[src/logic/bcr_pkg.sv]
// Package: register map, field layout, defaults and timing of the regulator
package bcr_pkg;

  // ==========================================================
  // Bus address and register offsets
  localparam logic [6:0] BUS_ADDRESS        = 7'h12;
  localparam logic [7:0] FAULT_STATUS_ADDR  = 8'h00;
  localparam logic [7:0] REF_SELECT_ADDR    = 8'h01;
  localparam logic [7:0] FREQ_MODE_ADDR     = 8'h02;
  localparam logic [7:0] SLEW_READY_ADDR    = 8'h03;
  localparam logic [7:0] MAKER_ID_ADDR      = 8'h04;
  localparam logic [7:0] SILICON_REV_ADDR   = 8'h05;
  localparam logic [7:0] STARTUP_PROT_ADDR  = 8'h06;

  // ==========================================================
  // Power-on values and writable-bit masks
  localparam logic [7:0] FAULT_STATUS_RESET = 8'h44;
  localparam logic [7:0] REF_SELECT_RESET_A = 8'hA8;
  localparam logic [7:0] REF_SELECT_RESET_B = 8'h80;
  localparam logic [7:0] FREQ_MODE_RESET    = 8'h80;
  localparam logic [7:0] SLEW_READY_RESET   = 8'h05;
  localparam logic [7:0] STARTUP_PROT_RESET = 8'h02;
  localparam logic [7:0] REF_SELECT_WMASK   = 8'hFF;
  localparam logic [7:0] FREQ_MODE_WMASK    = 8'hE1;
  localparam logic [7:0] SLEW_READY_WMASK   = 8'h0F;
  localparam logic [7:0] STARTUP_PROT_WMASK = 8'h7F;

  // ==========================================================
  // Field positions
  localparam int REF_ENABLE_BIT  = 7;
  localparam int FREQ_LSB        = 5;
  localparam int MODE_BIT        = 0;
  localparam int RAMP_LSB        = 2;
  localparam int OVERRIDE_BIT    = 1;
  localparam int LEVEL_BIT       = 0;
  localparam int SOFT_START_LSB  = 5;
  localparam int VOUT_OVL_BIT    = 4;
  localparam int VIN_OVL_BIT     = 3;
  localparam int EDGE_RATE_BIT   = 2;
  localparam int READY_DELAY_BIT = 1;
  localparam int DISCHARGE_BIT   = 0;
  localparam int ST_CUR_LIMIT    = 7;
  localparam int ST_LOCKOUT      = 6;
  localparam int ST_VIN_OV       = 5;
  localparam int ST_VOUT_OV      = 4;
  localparam int ST_VOUT_UV      = 3;
  localparam int ST_READY        = 2;
  localparam int ST_TEMP_WARN    = 1;
  localparam int ST_OVER_TEMP    = 0;

  // ==========================================================
  // Identity fields (values arbitrary)
  localparam logic [3:0] MAKER_CODE   = 4'h7;
  localparam logic [3:0] SILICON_CODE = 4'h3;
  localparam logic [3:0] SILICON_REV  = 4'h9;

  // ==========================================================
  // Timing and serial framing
  localparam int CLK_FREQ_MHZ       = 25;
  localparam int READY_DELAY_US     = 45000;
  localparam int READY_DELAY_CYCLES = READY_DELAY_US * CLK_FREQ_MHZ;
  localparam logic [3:0] DATA_RISES  = 4'h8;
  localparam logic [3:0] FRAME_RISES = 4'h9;

  typedef enum logic [2:0] {
    ST_IDLE,
    ST_ADDR,
    ST_SUB,
    ST_WDATA,
    ST_RDATA
  } bcr_state_type;

endpackage

[src/logic/bcr_ready_delay.sv]
// Module: hold-off timer between regulation and the ready indication
`timescale 1ns/10ps
`default_nettype none
module bcr_ready_delay #(
  parameter int unsigned DELAY_CYCLES = bcr_pkg::READY_DELAY_CYCLES
) (
  input  wire logic clk_sys_i,
  input  wire logic srst_i,
  input  wire logic raw_ready_i,
  input  wire logic delay_en_i,
  output logic      ready_o
);
  import bcr_pkg::*;

  localparam logic [20:0] LAST_COUNT = 21'(DELAY_CYCLES - 1);

  logic [20:0] count;
  logic [20:0] next_count;
  logic        ready;
  logic        next_ready;

  // ==========================================================
  // Next state: drop at once, rise after the hold-off
  always_comb
  begin
    next_count = count;
    next_ready = ready;
    if (!raw_ready_i)
    begin
      next_count = 21'h0_0000;
      next_ready = 1'b0;
    end
    else if (!delay_en_i)
      next_ready = 1'b1;
    else if (count >= LAST_COUNT)
      next_ready = 1'b1;
    else
      next_count = count + 21'h0_0001;
  end

  // Registers; ready starts high as the status default says
  always_ff @(posedge clk_sys_i)
  begin
    if (srst_i)
    begin
      count <= 21'h0_0000;
      ready <= 1'b1;
    end
    else
    begin
      count <= next_count;
      ready <= next_ready;
    end
  end

  assign ready_o = ready;

  delay_rise_a: assert property (@(posedge clk_sys_i)
    disable iff (srst_i) $rose(ready) |-> $past(raw_ready_i)
      && (!$past(delay_en_i) || $past(count) == LAST_COUNT))
    else $error("ready rose before the hold-off ended");

  delay_drop_a: assert property (@(posedge clk_sys_i)
    disable iff (srst_i) !raw_ready_i |=> !ready)
    else $error("ready held while regulation lost");

endmodule
`default_nettype wire

[src/logic/bcr_status_flags.sv]
// Module: live and latched fault flags of the status register
`timescale 1ns/10ps
`default_nettype none
module bcr_status_flags (
  input  wire logic       clk_sys_i,
  input  wire logic       srst_i,
  input  wire logic       current_limit_i,
  input  wire logic       lockout_i,
  input  wire logic       input_ov_i,
  input  wire logic       output_ov_i,
  input  wire logic       output_uv_i,
  input  wire logic       ready_i,
  input  wire logic       thermal_warning_i,
  input  wire logic       over_temp_i,
  input  wire logic       input_ov_latch_i,
  input  wire logic       output_ov_latch_i,
  input  wire logic       clear_i,
  output logic [7:0]      status_o
);
  import bcr_pkg::*;

  logic [7:0] status;
  logic [7:0] next_status;
  logic [3:0] event_in;
  logic [3:0] latch_en;
  logic [3:0] held;
  logic [3:0] next_flag;

  assign event_in = {input_ov_i, output_ov_i, output_uv_i, over_temp_i};
  assign latch_en = {input_ov_latch_i, output_ov_latch_i, 1'b1, 1'b1};
  assign held     = {status[ST_VIN_OV], status[ST_VOUT_OV],
                     status[ST_VOUT_UV], status[ST_OVER_TEMP]};

  // ==========================================================
  // Per flag: latched mode keeps it, a new event beats the clear
  for (genvar i = 0; i < 4; i++)
  begin : g_flag
    assign next_flag[i] = event_in[i]
                        | (latch_en[i] & held[i] & ~clear_i);
  end

  // Assemble the byte; live bits follow their inputs
  always_comb
  begin
    next_status               = 8'h00;
    next_status[ST_CUR_LIMIT] = current_limit_i;
    next_status[ST_LOCKOUT]   = lockout_i;
    next_status[ST_VIN_OV]    = next_flag[3];
    next_status[ST_VOUT_OV]   = next_flag[2];
    next_status[ST_VOUT_UV]   = next_flag[1];
    next_status[ST_READY]     = ready_i;
    next_status[ST_TEMP_WARN] = thermal_warning_i;
    next_status[ST_OVER_TEMP] = next_flag[0];
  end

  always_ff @(posedge clk_sys_i)
  begin
    if (srst_i)
      status <= FAULT_STATUS_RESET;
    else
      status <= next_status;
  end

  assign status_o = status;

  live_bits_a: assert property (@(posedge clk_sys_i)
    disable iff (srst_i) ##1 (status[ST_CUR_LIMIT] == $past(current_limit_i))
     && (status[ST_TEMP_WARN] == $past(thermal_warning_i))
     && (status[ST_LOCKOUT] == $past(lockout_i)))
    else $error("live status bit does not track its input");

  ov_latch_a: assert property (@(posedge clk_sys_i)
    disable iff (srst_i) status[ST_VIN_OV] && input_ov_latch_i && !clear_i
      |=> status[ST_VIN_OV])
    else $error("latched input overvoltage flag lost");

  status_reset_a: assert property (@(posedge clk_sys_i)
    srst_i |=> status == FAULT_STATUS_RESET)
    else $error("status not at its power-on value");

endmodule
`default_nettype wire

[src/logic/bcr_regbank.sv]
// Module: serial-bus register bank of the step-down regulator
// ==========================================================
// Summary of operation
// - Status bit 7 shows low-side current limit live, never latched.
// - Thermal warning bit is 1 above threshold, 0 below.
// - Lockout bit reads 1 while input lockout is active, resets to 1.
// - Seven-bit reference code; power-on code chosen by variant.
// - Reference register bit 7 enables the converter; resets to 1.
// - Three-bit frequency field in bits 7..5, default code 100.
// - Control one bit 0 picks auto light-load or forced fixed frequency.
// - Two-bit ramp rate field, power-on value 01.
// - Override bit hands the ready pin to the manual level bit.
// - Two-bit soft-start field in bits 6..5, default 00.
// - Latch selects make overvoltage flags sticky; both reset to 0.
// - Edge rate bit picks fast or slower switch edges; resets 0.
// - Delay bit holds off ready by 45 ms; resets to 1.
// - Answer only the fixed seven-bit bus address.
// - Sequential writes auto-increment; a partial last byte is dropped.
`timescale 1ns/10ps
`default_nettype none
module bcr_regbank #(
  parameter bit          VARIANT_B          = 1'b0,
  parameter int unsigned READY_DELAY_CYCLES = bcr_pkg::READY_DELAY_CYCLES
) (
  input  wire logic       clk_sys_i,
  input  wire logic       srst_i,
  input  wire logic       scl_i,
  input  wire logic       sda_i,
  output logic            sda_o,
  output logic            sda_oe_n_o,
  input  wire logic       current_limit_i,
  input  wire logic       lockout_i,
  input  wire logic       input_ov_i,
  input  wire logic       output_ov_i,
  input  wire logic       output_uv_i,
  input  wire logic       in_regulation_i,
  input  wire logic       thermal_warning_i,
  input  wire logic       over_temp_i,
  output logic            converter_enable_o,
  output logic [6:0]      reference_code_o,
  output logic [2:0]      switching_frequency_select_o,
  output logic            forced_fixed_frequency_o,
  output logic [1:0]      reference_ramp_select_o,
  output logic [1:0]      soft_start_select_o,
  output logic            switch_edge_rate_select_o,
  output logic            discharge_enable_o,
  output logic            input_ov_protect_o,
  output logic            output_ov_protect_o,
  output logic            ready_output_pin_o
);
  import bcr_pkg::*;

  localparam logic [7:0] REF_SELECT_RESET =
    VARIANT_B ? REF_SELECT_RESET_B : REF_SELECT_RESET_A;

  // ==========================================================
  // Serial engine state
  bcr_state_type state, next_state;
  logic          scl_q, sda_q;
  logic [3:0]    cnt, next_cnt;
  logic [7:0]    shift, next_shift;
  logic [7:0]    sub_addr, next_sub_addr;
  logic          rw, next_rw;
  logic          master_nack, next_master_nack;
  logic          sda_oe_n, next_sda_oe_n;
  logic          wr_stb, rd_load;
  logic [7:0]    rd_addr;
  logic          scl_rise, scl_fall;
  logic          start_seen, stop_seen;

  // Register bank state
  logic [7:0]    output_reference_select, next_ref_select;
  logic [7:0]    frequency_mode_control, next_freq_mode;
  logic [7:0]    slew_powergood_control, next_slew_ready;
  logic [7:0]    startup_protection_control, next_startup_prot;
  logic          ready_pin, next_ready_pin;
  logic [7:0]    fault_status;
  logic          auto_ready, status_clear;

  // ==========================================================
  // Read multiplexer; unmapped sub-addresses read zero
  function automatic logic [7:0] read_byte(input logic [7:0] a);
    case (a)
      FAULT_STATUS_ADDR: read_byte = fault_status;
      REF_SELECT_ADDR:   read_byte = output_reference_select;
      FREQ_MODE_ADDR:    read_byte = frequency_mode_control;
      SLEW_READY_ADDR:   read_byte = slew_powergood_control;
      MAKER_ID_ADDR:     read_byte = {MAKER_CODE, SILICON_CODE};
      SILICON_REV_ADDR:  read_byte = {4'h0, SILICON_REV};
      STARTUP_PROT_ADDR: read_byte = startup_protection_control;
      default:           read_byte = 8'h00;
    endcase
  endfunction

  // Bus conditions; pins are taken as synchronous to the clock
  assign scl_rise   = scl_i & ~scl_q;
  assign scl_fall   = ~scl_i & scl_q;
  assign start_seen = scl_i & scl_q & sda_q & ~sda_i;
  assign stop_seen  = scl_i & scl_q & ~sda_q & sda_i;
  assign rd_addr    = (state == ST_RDATA) ? 8'(sub_addr + 8'h01)
                                          : sub_addr;
  assign status_clear = rd_load && (rd_addr == FAULT_STATUS_ADDR);

  // ==========================================================
  // Serial engine: nine-rise frames, ack slot after the eighth
  always_comb
  begin
    next_state       = state;
    next_cnt         = cnt;
    next_shift       = shift;
    next_sub_addr    = sub_addr;
    next_rw          = rw;
    next_master_nack = master_nack;
    next_sda_oe_n    = sda_oe_n;
    wr_stb           = 1'b0;
    rd_load          = 1'b0;
    if (stop_seen)
    begin
      next_state    = ST_IDLE;
      next_sda_oe_n = 1'b1;
    end
    else if (start_seen)
    begin
      next_state    = ST_ADDR;
      next_cnt      = 4'h0;
      next_sda_oe_n = 1'b1;
    end
    else if (state != ST_IDLE && scl_rise)
    begin
      next_cnt = cnt + 4'h1;
      if (state != ST_RDATA && cnt < DATA_RISES)
        next_shift = {shift[6:0], sda_i};
      if (state == ST_RDATA && cnt == DATA_RISES)
        next_master_nack = sda_i;
    end
    else if (state != ST_IDLE && scl_fall)
    begin
      if (cnt == DATA_RISES)
      begin
        next_sda_oe_n = 1'b0;
        case (state)
          ST_ADDR:
          begin
            next_rw = shift[0];
            if (shift[7:1] != BUS_ADDRESS)
            begin
              next_state    = ST_IDLE;
              next_sda_oe_n = 1'b1;
            end
          end
          ST_SUB:   next_sub_addr = shift;
          ST_WDATA: wr_stb = 1'b1;
          ST_RDATA: next_sda_oe_n = 1'b1;
          default:  next_sda_oe_n = 1'b1;
        endcase
      end
      else if (cnt == FRAME_RISES)
      begin
        next_cnt      = 4'h0;
        next_sda_oe_n = 1'b1;
        case (state)
          ST_ADDR:  next_state = rw ? ST_RDATA : ST_SUB;
          ST_SUB:   next_state = ST_WDATA;
          ST_WDATA: next_sub_addr = 8'(sub_addr + 8'h01);
          ST_RDATA:
            if (master_nack)
              next_state = ST_IDLE;
            else
              next_sub_addr = 8'(sub_addr + 8'h01);
          default:  next_state = ST_IDLE;
        endcase
        if (next_state == ST_RDATA)
        begin
          rd_load       = 1'b1;
          next_shift    = read_byte(rd_addr);
          next_sda_oe_n = next_shift[7];
        end
      end
      else if (state == ST_RDATA && cnt < DATA_RISES)
      begin
        next_shift    = {shift[6:0], 1'b0};
        next_sda_oe_n = shift[6];
      end
    end
  end

  // Engine registers
  always_ff @(posedge clk_sys_i)
  begin
    if (srst_i)
    begin
      state       <= ST_IDLE;
      scl_q       <= 1'b1;
      sda_q       <= 1'b1;
      cnt         <= 4'h0;
      shift       <= 8'h00;
      sub_addr    <= 8'h00;
      rw          <= 1'b0;
      master_nack <= 1'b1;
      sda_oe_n    <= 1'b1;
      sda_o       <= 1'b0;
    end
    else
    begin
      state       <= next_state;
      scl_q       <= scl_i;
      sda_q       <= sda_i;
      cnt         <= next_cnt;
      shift       <= next_shift;
      sub_addr    <= next_sub_addr;
      rw          <= next_rw;
      master_nack <= next_master_nack;
      sda_oe_n    <= next_sda_oe_n;
      sda_o       <= 1'b0;
    end
  end

  // ==========================================================
  // Register writes; masks keep reserved bits at zero
  always_comb
  begin
    next_ref_select   = output_reference_select;
    next_freq_mode    = frequency_mode_control;
    next_slew_ready   = slew_powergood_control;
    next_startup_prot = startup_protection_control;
    if (wr_stb)
    begin
      case (sub_addr)
        REF_SELECT_ADDR:   next_ref_select = shift & REF_SELECT_WMASK;
        FREQ_MODE_ADDR:    next_freq_mode = shift & FREQ_MODE_WMASK;
        SLEW_READY_ADDR:   next_slew_ready = shift & SLEW_READY_WMASK;
        STARTUP_PROT_ADDR: next_startup_prot = shift & STARTUP_PROT_WMASK;
        default:           next_ref_select = output_reference_select;
      endcase
    end
    // Manual level 1 pulls the pin low, 0 lets it go high
    if (slew_powergood_control[OVERRIDE_BIT])
      next_ready_pin = ~slew_powergood_control[LEVEL_BIT];
    else
      next_ready_pin = auto_ready;
  end

  always_ff @(posedge clk_sys_i)
  begin
    if (srst_i)
    begin
      output_reference_select    <= REF_SELECT_RESET;
      frequency_mode_control     <= FREQ_MODE_RESET;
      slew_powergood_control     <= SLEW_READY_RESET;
      startup_protection_control <= STARTUP_PROT_RESET;
      ready_pin                  <= 1'b1;
    end
    else
    begin
      output_reference_select    <= next_ref_select;
      frequency_mode_control     <= next_freq_mode;
      slew_powergood_control     <= next_slew_ready;
      startup_protection_control <= next_startup_prot;
      ready_pin                  <= next_ready_pin;
    end
  end

  // ==========================================================
  // Fault flags and ready hold-off
  bcr_status_flags u_status (
    .clk_sys_i         (clk_sys_i),
    .srst_i            (srst_i),
    .current_limit_i   (current_limit_i),
    .lockout_i         (lockout_i),
    .input_ov_i        (input_ov_i),
    .output_ov_i       (output_ov_i),
    .output_uv_i       (output_uv_i),
    .ready_i           (auto_ready),
    .thermal_warning_i (thermal_warning_i),
    .over_temp_i       (over_temp_i),
    .input_ov_latch_i  (startup_protection_control[VIN_OVL_BIT]),
    .output_ov_latch_i (startup_protection_control[VOUT_OVL_BIT]),
    .clear_i           (status_clear),
    .status_o          (fault_status)
  );

  bcr_ready_delay #(.DELAY_CYCLES (READY_DELAY_CYCLES)) u_ready (
    .clk_sys_i   (clk_sys_i),
    .srst_i      (srst_i),
    .raw_ready_i (in_regulation_i),
    .delay_en_i  (startup_protection_control[READY_DELAY_BIT]),
    .ready_o     (auto_ready)
  );

  // Field outputs straight from the register flops
  assign sda_oe_n_o                   = sda_oe_n;
  assign converter_enable_o           = output_reference_select[REF_ENABLE_BIT];
  assign reference_code_o             = output_reference_select[6:0];
  assign switching_frequency_select_o = frequency_mode_control[FREQ_LSB +: 3];
  assign forced_fixed_frequency_o     = frequency_mode_control[MODE_BIT];
  assign reference_ramp_select_o      = slew_powergood_control[RAMP_LSB +: 2];
  assign soft_start_select_o          = startup_protection_control[SOFT_START_LSB +: 2];
  assign switch_edge_rate_select_o    = startup_protection_control[EDGE_RATE_BIT];
  assign discharge_enable_o           = startup_protection_control[DISCHARGE_BIT];
  assign input_ov_protect_o           = fault_status[ST_VIN_OV];
  assign output_ov_protect_o          = fault_status[ST_VOUT_OV];
  assign ready_output_pin_o           = ready_pin;

  // ==========================================================
  // Checks
  addr_ack_a: assert property (@(posedge clk_sys_i)
    disable iff (srst_i) state == ST_ADDR && scl_fall && cnt == DATA_RISES
      && shift[7:1] == BUS_ADDRESS && !start_seen && !stop_seen
      |=> !sda_oe_n_o && state == ST_ADDR)
    else $error("own address not acknowledged");
  addr_foreign_a: assert property (@(posedge clk_sys_i)
    disable iff (srst_i) state == ST_ADDR && scl_fall && cnt == DATA_RISES
      && shift[7:1] != BUS_ADDRESS && !start_seen && !stop_seen
      |=> sda_oe_n_o && state == ST_IDLE)
    else $error("foreign address answered");
  seq_step_a: assert property (@(posedge clk_sys_i)
    disable iff (srst_i) state == ST_WDATA && scl_fall
      && cnt == FRAME_RISES && !start_seen && !stop_seen
      |=> sub_addr == 8'($past(sub_addr) + 8'h01))
    else $error("sequential write did not advance");
  enable_write_a: assert property (@(posedge clk_sys_i)
    disable iff (srst_i) wr_stb && sub_addr == REF_SELECT_ADDR
      |=> converter_enable_o == $past(shift[7]))
    else $error("enable bit not stored");
  reserved_zero_a: assert property (@(posedge clk_sys_i)
    disable iff (srst_i) frequency_mode_control[4:1] == 4'h0
      && slew_powergood_control[7:4] == 4'h0
      && startup_protection_control[7] == 1'b0)
    else $error("reserved bit became set");
  manual_pin_a: assert property (@(posedge clk_sys_i)
    disable iff (srst_i) slew_powergood_control[OVERRIDE_BIT]
      |=> ready_output_pin_o == !$past(slew_powergood_control[LEVEL_BIT]))
    else $error("ready pin ignores manual level");
endmodule
`default_nettype wire

[config.mk]
export PLATFORM = sky130hd
export DESIGN_NAME = bcr_regbank
export DESIGN_NICKNAME = d
export VERILOG_FILES = /design/src/logic/bcr_pkg.sv /design/src/logic/bcr_ready_delay.sv /design/src/logic/bcr_status_flags.sv /design/src/logic/bcr_regbank.sv
export SDC_FILE = /design/constraint.sdc
export NUM_CORES = 1
export LEC_CHECK = 0
export BUFFER_PORTS_ARGS = -buffer_cell sky130_fd_sc_hd__clkbuf_2
export CAP_MARGIN = 20
export CORE_MARGIN = 2
export CORE_UTILIZATION = 25
export DETAILED_ROUTE_END_ITERATION = 6
export MAX_ROUTING_LAYER = met4
export PLACE_DENSITY_LB_ADDON = 0.15
export SYNTH_ARGS = -nofsm -noshare
export SYNTH_HDL_FRONTEND = slang
export SYNTH_SLANG_ARGS = --single-unit
[constraint.sdc]
create_clock -name clk_sys_i -period 3.2 [get_ports clk_sys_i]
set_input_delay 0.64 -clock clk_sys_i [delete_from_list [all_inputs] [get_ports clk_sys_i]]
set_output_delay 0.64 -clock clk_sys_i [all_outputs]
set_load 0.02 [all_outputs]
After elaboration in Yosys (flattened, before gate mapping) --
Cells that the tools add are included.
Word-level totals: output and inout bits 23, flip-flop bits (word level) 82, input port bits 12, word-level logic and storage cells 174
Cells by class: equal/unequal tests 31, add/subtract/negate cells 3, order comparisons 2, bitwise logic cells 28, reductions and logical operators 34, mux-type cells 58
Operator list (number):
- 2-to-1 mux 8 bit | 12
- one-hot mux 8 bit (7 select lines) | 1
- 2-to-1 mux 3 bit | 12
- equality test 8 x 2 -> 1 bit, second input constant | 4
- equality test 8 x 3 -> 1 bit, second input constant | 4
- 2-to-1 mux 1 bit | 25
- adder 21 x 1 -> 21 bit, second input constant | 1
- >= comparator 21 bit, second input constant | 1
- nonzero test 3 bit | 7
- 2-to-1 mux 4 bit | 5
- equality test 8 x 1 -> 1 bit, second input constant | 2
- one-hot mux 8 bit (2 select lines) | 1
- != test 3 x 2 -> 1 bit, second input constant | 5
- AND 1 bit | 13
- one-hot mux 3 bit (4 select lines) | 1
- NOT 1 bit | 11
- AND reduction 2 bit | 5
- AND reduction 5 bit | 2
- adder 8 x 1 -> 8 bit, second input constant | 1
- equality test 4 bit, second input constant | 2
- logical NOT 8 bit | 1
- != test 2 x 1 -> 1 bit, second input constant | 4
- AND reduction 4 bit | 2
- AND reduction 8 bit | 1
- 17 further kinds | 33

Logic depth before layout (Yosys ltp) --
depth after elaboration 20, mapped depth 11, depth with buffers taken out 9

Cells and area by module --
A second synthesis with hierarchy kept.
Second synthesis, totals: cell total of the unflattened synthesis 596, area, all modules 4903.5 um^2
By module, submodules not included:
- bcr_regbank | area an instance 3388.2 um^2, times used 1, seq. area each 1041.0 um^2, cells an instance 421
- bcr_ready_delay | area an instance 1267.5 um^2, times used 1, seq. area each 440.4 um^2, cells an instance 151
- bcr_status_flags | area an instance 247.7 um^2, times used 1, seq. area each 160.2 um^2, cells an instance 24

Worst setup path after synthesis --
No wires, ideal clock.
kind register to register, from register cnt[0], to register u_status.status[4], in the netlist u_status.status_o[4], period minus slack after synthesis 2.550 ns, stages on the path, launching flop included 11, required time 3.072 ns, arrival time 2.423 ns, path buffers 2, library setup time 0.128 ns, setup slack 0.650 ns, cell sequence dfxtp_1 > inv_1 > ha_1 > and3b_1 > buf_6 > or4_1 > buf_2 > or2_1 > or3b_4 > a31oi_1 > nor2_1
Between the ends: cells in the longest elaborated chain, start to end 11, elaborated cells between the ends (all ways) 12, those cells by class eq/ne (2); mux (6); bitwise (3); reduce/logical (1)
Ends and longest elaborated chain:
- start: declaration | RTL line bcr_regbank.sv:60 | logic [3:0] cnt, next_cnt;
- start signal: assignment | RTL line bcr_regbank.sv:208 | cnt <= next_cnt;
- equality test 4 bit | RTL line bcr_regbank.sv:157 | else if (cnt == FRAME_RISES)
- 2-to-1 mux 1 bit | RTL line bcr_regbank.sv:157
- 2-to-1 mux 1 bit * | RTL line bcr_regbank.sv:138 | if (cnt == DATA_RISES)
- 2-to-1 mux 1 bit * | RTL line bcr_regbank.sv:136 | else if (state != ST_IDLE && scl_fall)
- 2-to-1 mux 1 bit * | RTL line bcr_regbank.sv:128 | else if (state != ST_IDLE && scl_rise)
- 2-to-1 mux 1 bit * | RTL line bcr_regbank.sv:122 | else if (start_seen)
- 2-to-1 mux 1 bit * | RTL line bcr_regbank.sv:117 | if (stop_seen)
- logical AND 1 bit * | RTL line bcr_regbank.sv:102 | assign status_clear = rd_load && (rd_addr == FAULT_STATUS_ADDR);
- NOT 1 bit * | RTL line bcr_status_flags.sv:39 | | (latch_en[i] & held[i] & ~clear_i);
- AND 1 bit * | RTL line bcr_status_flags.sv:39
- OR 1 bit * | RTL line bcr_status_flags.sv:39
- end signal: assignment | RTL line bcr_status_flags.sv:61 | status <= next_status;
- end: declaration | RTL line bcr_status_flags.sv:22 | logic [7:0] status;
Mark *: on every way between the ends. The rest lies on a longest branch, timed or not. A chain may end at the register's enable or synchronous reset.

Final worst setup path --
from register sub_addr[0], to register u_status.status[4], in the netlist u_status.status_o[4]
Between the ends: cells in the longest elaborated chain, start to end 7
Ends and longest elaborated chain:
- start: declaration | RTL line bcr_regbank.sv:62 | logic [7:0] sub_addr, next_sub_addr;
- start signal: assignment | RTL line bcr_regbank.sv:210 | sub_addr <= next_sub_addr;
- adder 8 x 1 -> 8 bit | RTL line bcr_regbank.sv:100 | assign rd_addr = (state == ST_RDATA) ? 8'(sub_addr + 8'h01)
- 2-to-1 mux 8 bit * | RTL line bcr_regbank.sv:100
- logical NOT 8 bit * | RTL line bcr_regbank.sv:102
- logical AND 1 bit * | RTL line bcr_regbank.sv:102
- NOT 1 bit * | RTL line bcr_status_flags.sv:39
- AND 1 bit * | RTL line bcr_status_flags.sv:39
- OR 1 bit * | RTL line bcr_status_flags.sv:39
Marked as above.

==> flow_summary.yaml <==
worst_setup_path:
  rr_startpoint: "sub_addr[0]$_SDFFE_PP0P_"
  crit_family: "compound AO/OA/AOI/OAI gates"
  crit_top_cell: "a31oi_1"
  r2r_setup_slack_ps: 390
  critical_path_buf_inv_count: 0
  crit_cells: 7
  cp.required_ps: 3410
  rr_worst_depth: 7
  cp-endpoint: "u_status.status_o[4]$_SDFF_PP0_"
  cp.arrival_ps: 3020
  r2r_end: "u_status.status_o[4]$_SDFF_PP0_"
  path_cells: "ha_1 > a31oi_1 > o21ai_1 > and2_1 > or3b_4 > a31oi_1 > nor2_1"
  max_stage_delay_ps: 590
  crit_type: "flop to flop"
  cp-end-kind: "flop"
  path_max_fanout: 16
  slowest_stage: "o21ai_1"
  cp-start-kind: "flop"
  startpoint: "sub_addr[0]$_SDFFE_PP0P_"
yosys:
  yosysTopAreaCell: "dfxtp_1"
  syn_nets: 582
  yosysTopAreaCellShare: 0.367
  syn_area_per_cell_um2: 7.95
  synthesis.area_um2: 4480
  ys_ff_latch: 82
  ys_seq_area_frac: 0.367
  yosysUniqueCellTypes: 68
  syn_inst: 563
  synth-main-ff-cell: "dfxtp_1"
  synth_most_common_cell: "dfxtp_1"
  synth_common_cells: "dfxtp_1, nor2_1, nand2_1"
  synth.area.top_cells: "dfxtp_1, nor2_1, nand2_1"
  synth_edf_count: 0
  ys_warn_count: 0
  async_reset_ff_frac: 0
timing:
  worstMarginPinSlew_ps: 706
  fin_skew_ps: 7.47
  worst_slack_ps: 394
  setup_viol_count_final: 0
  fmax_ghz: 0.356
  post-route-period-util: 0.877
  relSlewSlack: 0.526
  hold_violations: 0
  rsz0062_at_grt: "no"
  slew_viol_final: 0
  finalSetupTns_ps: 0
  finalCriticalPeriod_ps: 2810
drt:
  antenna_left: 0
  drc: 0
  num_vias: 4113
  wirelength_mm: 13.4
  wire_per_inst_um: 16.4
  via_per_inst: 5.04
  drtIter0Drc: 314
  drtPass1Iterations: 5
layout:
  fin_util: 0.297
  syn_to_final_growth_pct: 15.5
  diodes: 0
  drive_above_1_share: 0.154
  final_nets: 605
  fin_area_um2: 5170
min_path:
  hold_class: "input port to flop"
grt:
  grt_pass1_vias: 3838
  grt_first_pass_wirelength_mm: 21.0
  grt_start_max_net_pins: 47
  grt.total_usage: 0.149
  grt_overflow: 0
  antenna_found_initial: 0
place:
  dp_slack_ps: 403
  placed_area_um2: 4860
  dpl.hpwl_mm: 9.57
  io_buffers: 33
  gp_congestion: 0.834
floorplan:
  ios: 35
  dieArea_um2: 19000
  initial_core_util: 0.257
  die_w_um: 138
  die_h_um: 138
  coreArea_um2: 17400
  fp-row-count: 48
clock_tree:
  clock_latency_ps: 340
  cts.sinks: 82
  htreeDepth: 3
  numCtsBuffers: 9
  post_cts_resized: 0
  cts_tree: "built"
  cts_setup_buffers: 0
  cts.reportedPaths.clkPinSlew_ps: 60
  cts_buffer_depth: 2
  cts_hold_buf: 0
  clockRootBuffer: "clkbuf_16"
power:
  irDropWorstVdd_uv: 278
  p_leak_nw: 1.91
  p_per_area_nw_per_um2: 425
  power_mw: 2.20
job:
  drv_cap: 0
outcome:
  status: "complete, no violations"
-- worst min path at each step --
stage,startpoint,to,slack (ps),cells past startpoint
final,lockout_i,u_status.status_o[6]$_SDFF_PP1_,480,2
after global routing,lockout_i,u_status.status_o[6]$_SDFF_PP1_,470,2
after CTS,lockout_i,u_status.status_o[6]$_SDFF_PP1_,460,2
after detailed placement,u_status.status_o[0]$_SDFF_PP0_,u_status.status_o[0]$_SDFF_PP0_,480,2
after global placement,u_status.status_o[3]$_SDFF_PP0_,u_status.status_o[3]$_SDFF_PP0_,480,2
after floorplan,u_ready.ready_o$_SDFFE_PP1P_,u_status.status_o[2]$_SDFF_PP1_,430,1
-- cells in the final DEF, fill, tap and decap left out, types with 4 or more instances in the layout --
cell type / synthesis / final
a211oi_1: 4 / 4
a21oi_1: 36 / 36
a222oi_1: 6 / 6
a22o_1: 4 / 4
a31o_2: 4 / 4
a31oi_1: 15 / 15
and2_1: 4 / 4
and3_1: 8 / 8
buf_4: 5 / 15
clkbuf_16: 0 / 9
clkbuf_2: 0 / 33
dfxtp_1: 82 / 82
ha_1: 7 / 7
inv_1: 12 / 12
mux2_2: 6 / 6
mux2i_1: 15 / 15
nand2_1: 64 / 64
nand2b_1: 7 / 7
nand3_1: 21 / 21
nand3b_1: 4 / 4
nand4_1: 7 / 7
nor2_1: 65 / 65
nor2b_1: 11 / 11
nor3_1: 22 / 22
nor3b_1: 5 / 5
nor4_1: 6 / 6
o211ai_1: 4 / 4
o21ai_0: 28 / 28
or2_2: 7 / 7
or3_1: 4 / 4
xnor2_1: 16 / 16
-- state kept, by name (all words and copies together), names as in the netlist --
signal and cells:
cnt 4, frequency_mode_control 4, master_nack 1, output_reference_select 8, ready_output_pin_o 1, rw 1, scl_q 1, sda_oe_n_o 1
sda_q 1, shift 8, slew_powergood_control 4, startup_protection_control 7, state 3, sub_addr 8, u_ready.count 21, u_ready.ready_o 1
u_status.status_o 8
-- power breakdown --
part           switching (mW)  total, mW  internal, mW
sequential             0.0156       1.05          1.03
clock                   0.432       1.06         0.630
combinational          0.0542     0.0872        0.0330
total                   0.502       2.20          1.70
-- metal layers --
metal	part of all wire	track usage
met2	0.48	0.239
met1	0.46	0.194
met5	0	-
met3	0.044	0.0331
met4	0.0097	0.0340
-- final cells by class --
class / count / area, µm²
clock buffer: 11 / 243
clock inverter: 5 / 62.6
fill: 1914 / 12200
inverter: 12 / 45.0
multi-input combinational: 432 / 2610
sequential: 82 / 1640
tap: 225 / 282
timing repair buffer: 49 / 285
-- metrics by stage --
| stage | cells | hold slack [ps] |
|---|---|---|
| 2_1_floorplan | 563 | 429 |
| 3_3_place_gp | 799 | 475 |
| 3_5_place_dp | 799 | 483 |
| 4_1_cts | 815 | 464 |
| 5_1_grt | 816 | 470 |
| 6_report | 816 | 476 |
-- kinds of logic (layout without fill, tap and decap cells) --
logic type	Yosys count	in the layout	share of synthesized area
other cells	1	1	0.000838
compound gates	132	132	0.197
simple gates	252	252	0.280
buf+inv	49	77	0.0497
xor+xnor	19	19	0.0372
flops	82	82	0.367
fa+ha+maj	7	7	0.0196
mux	21	21	0.0486
Power figures use the tool's default switching activity.
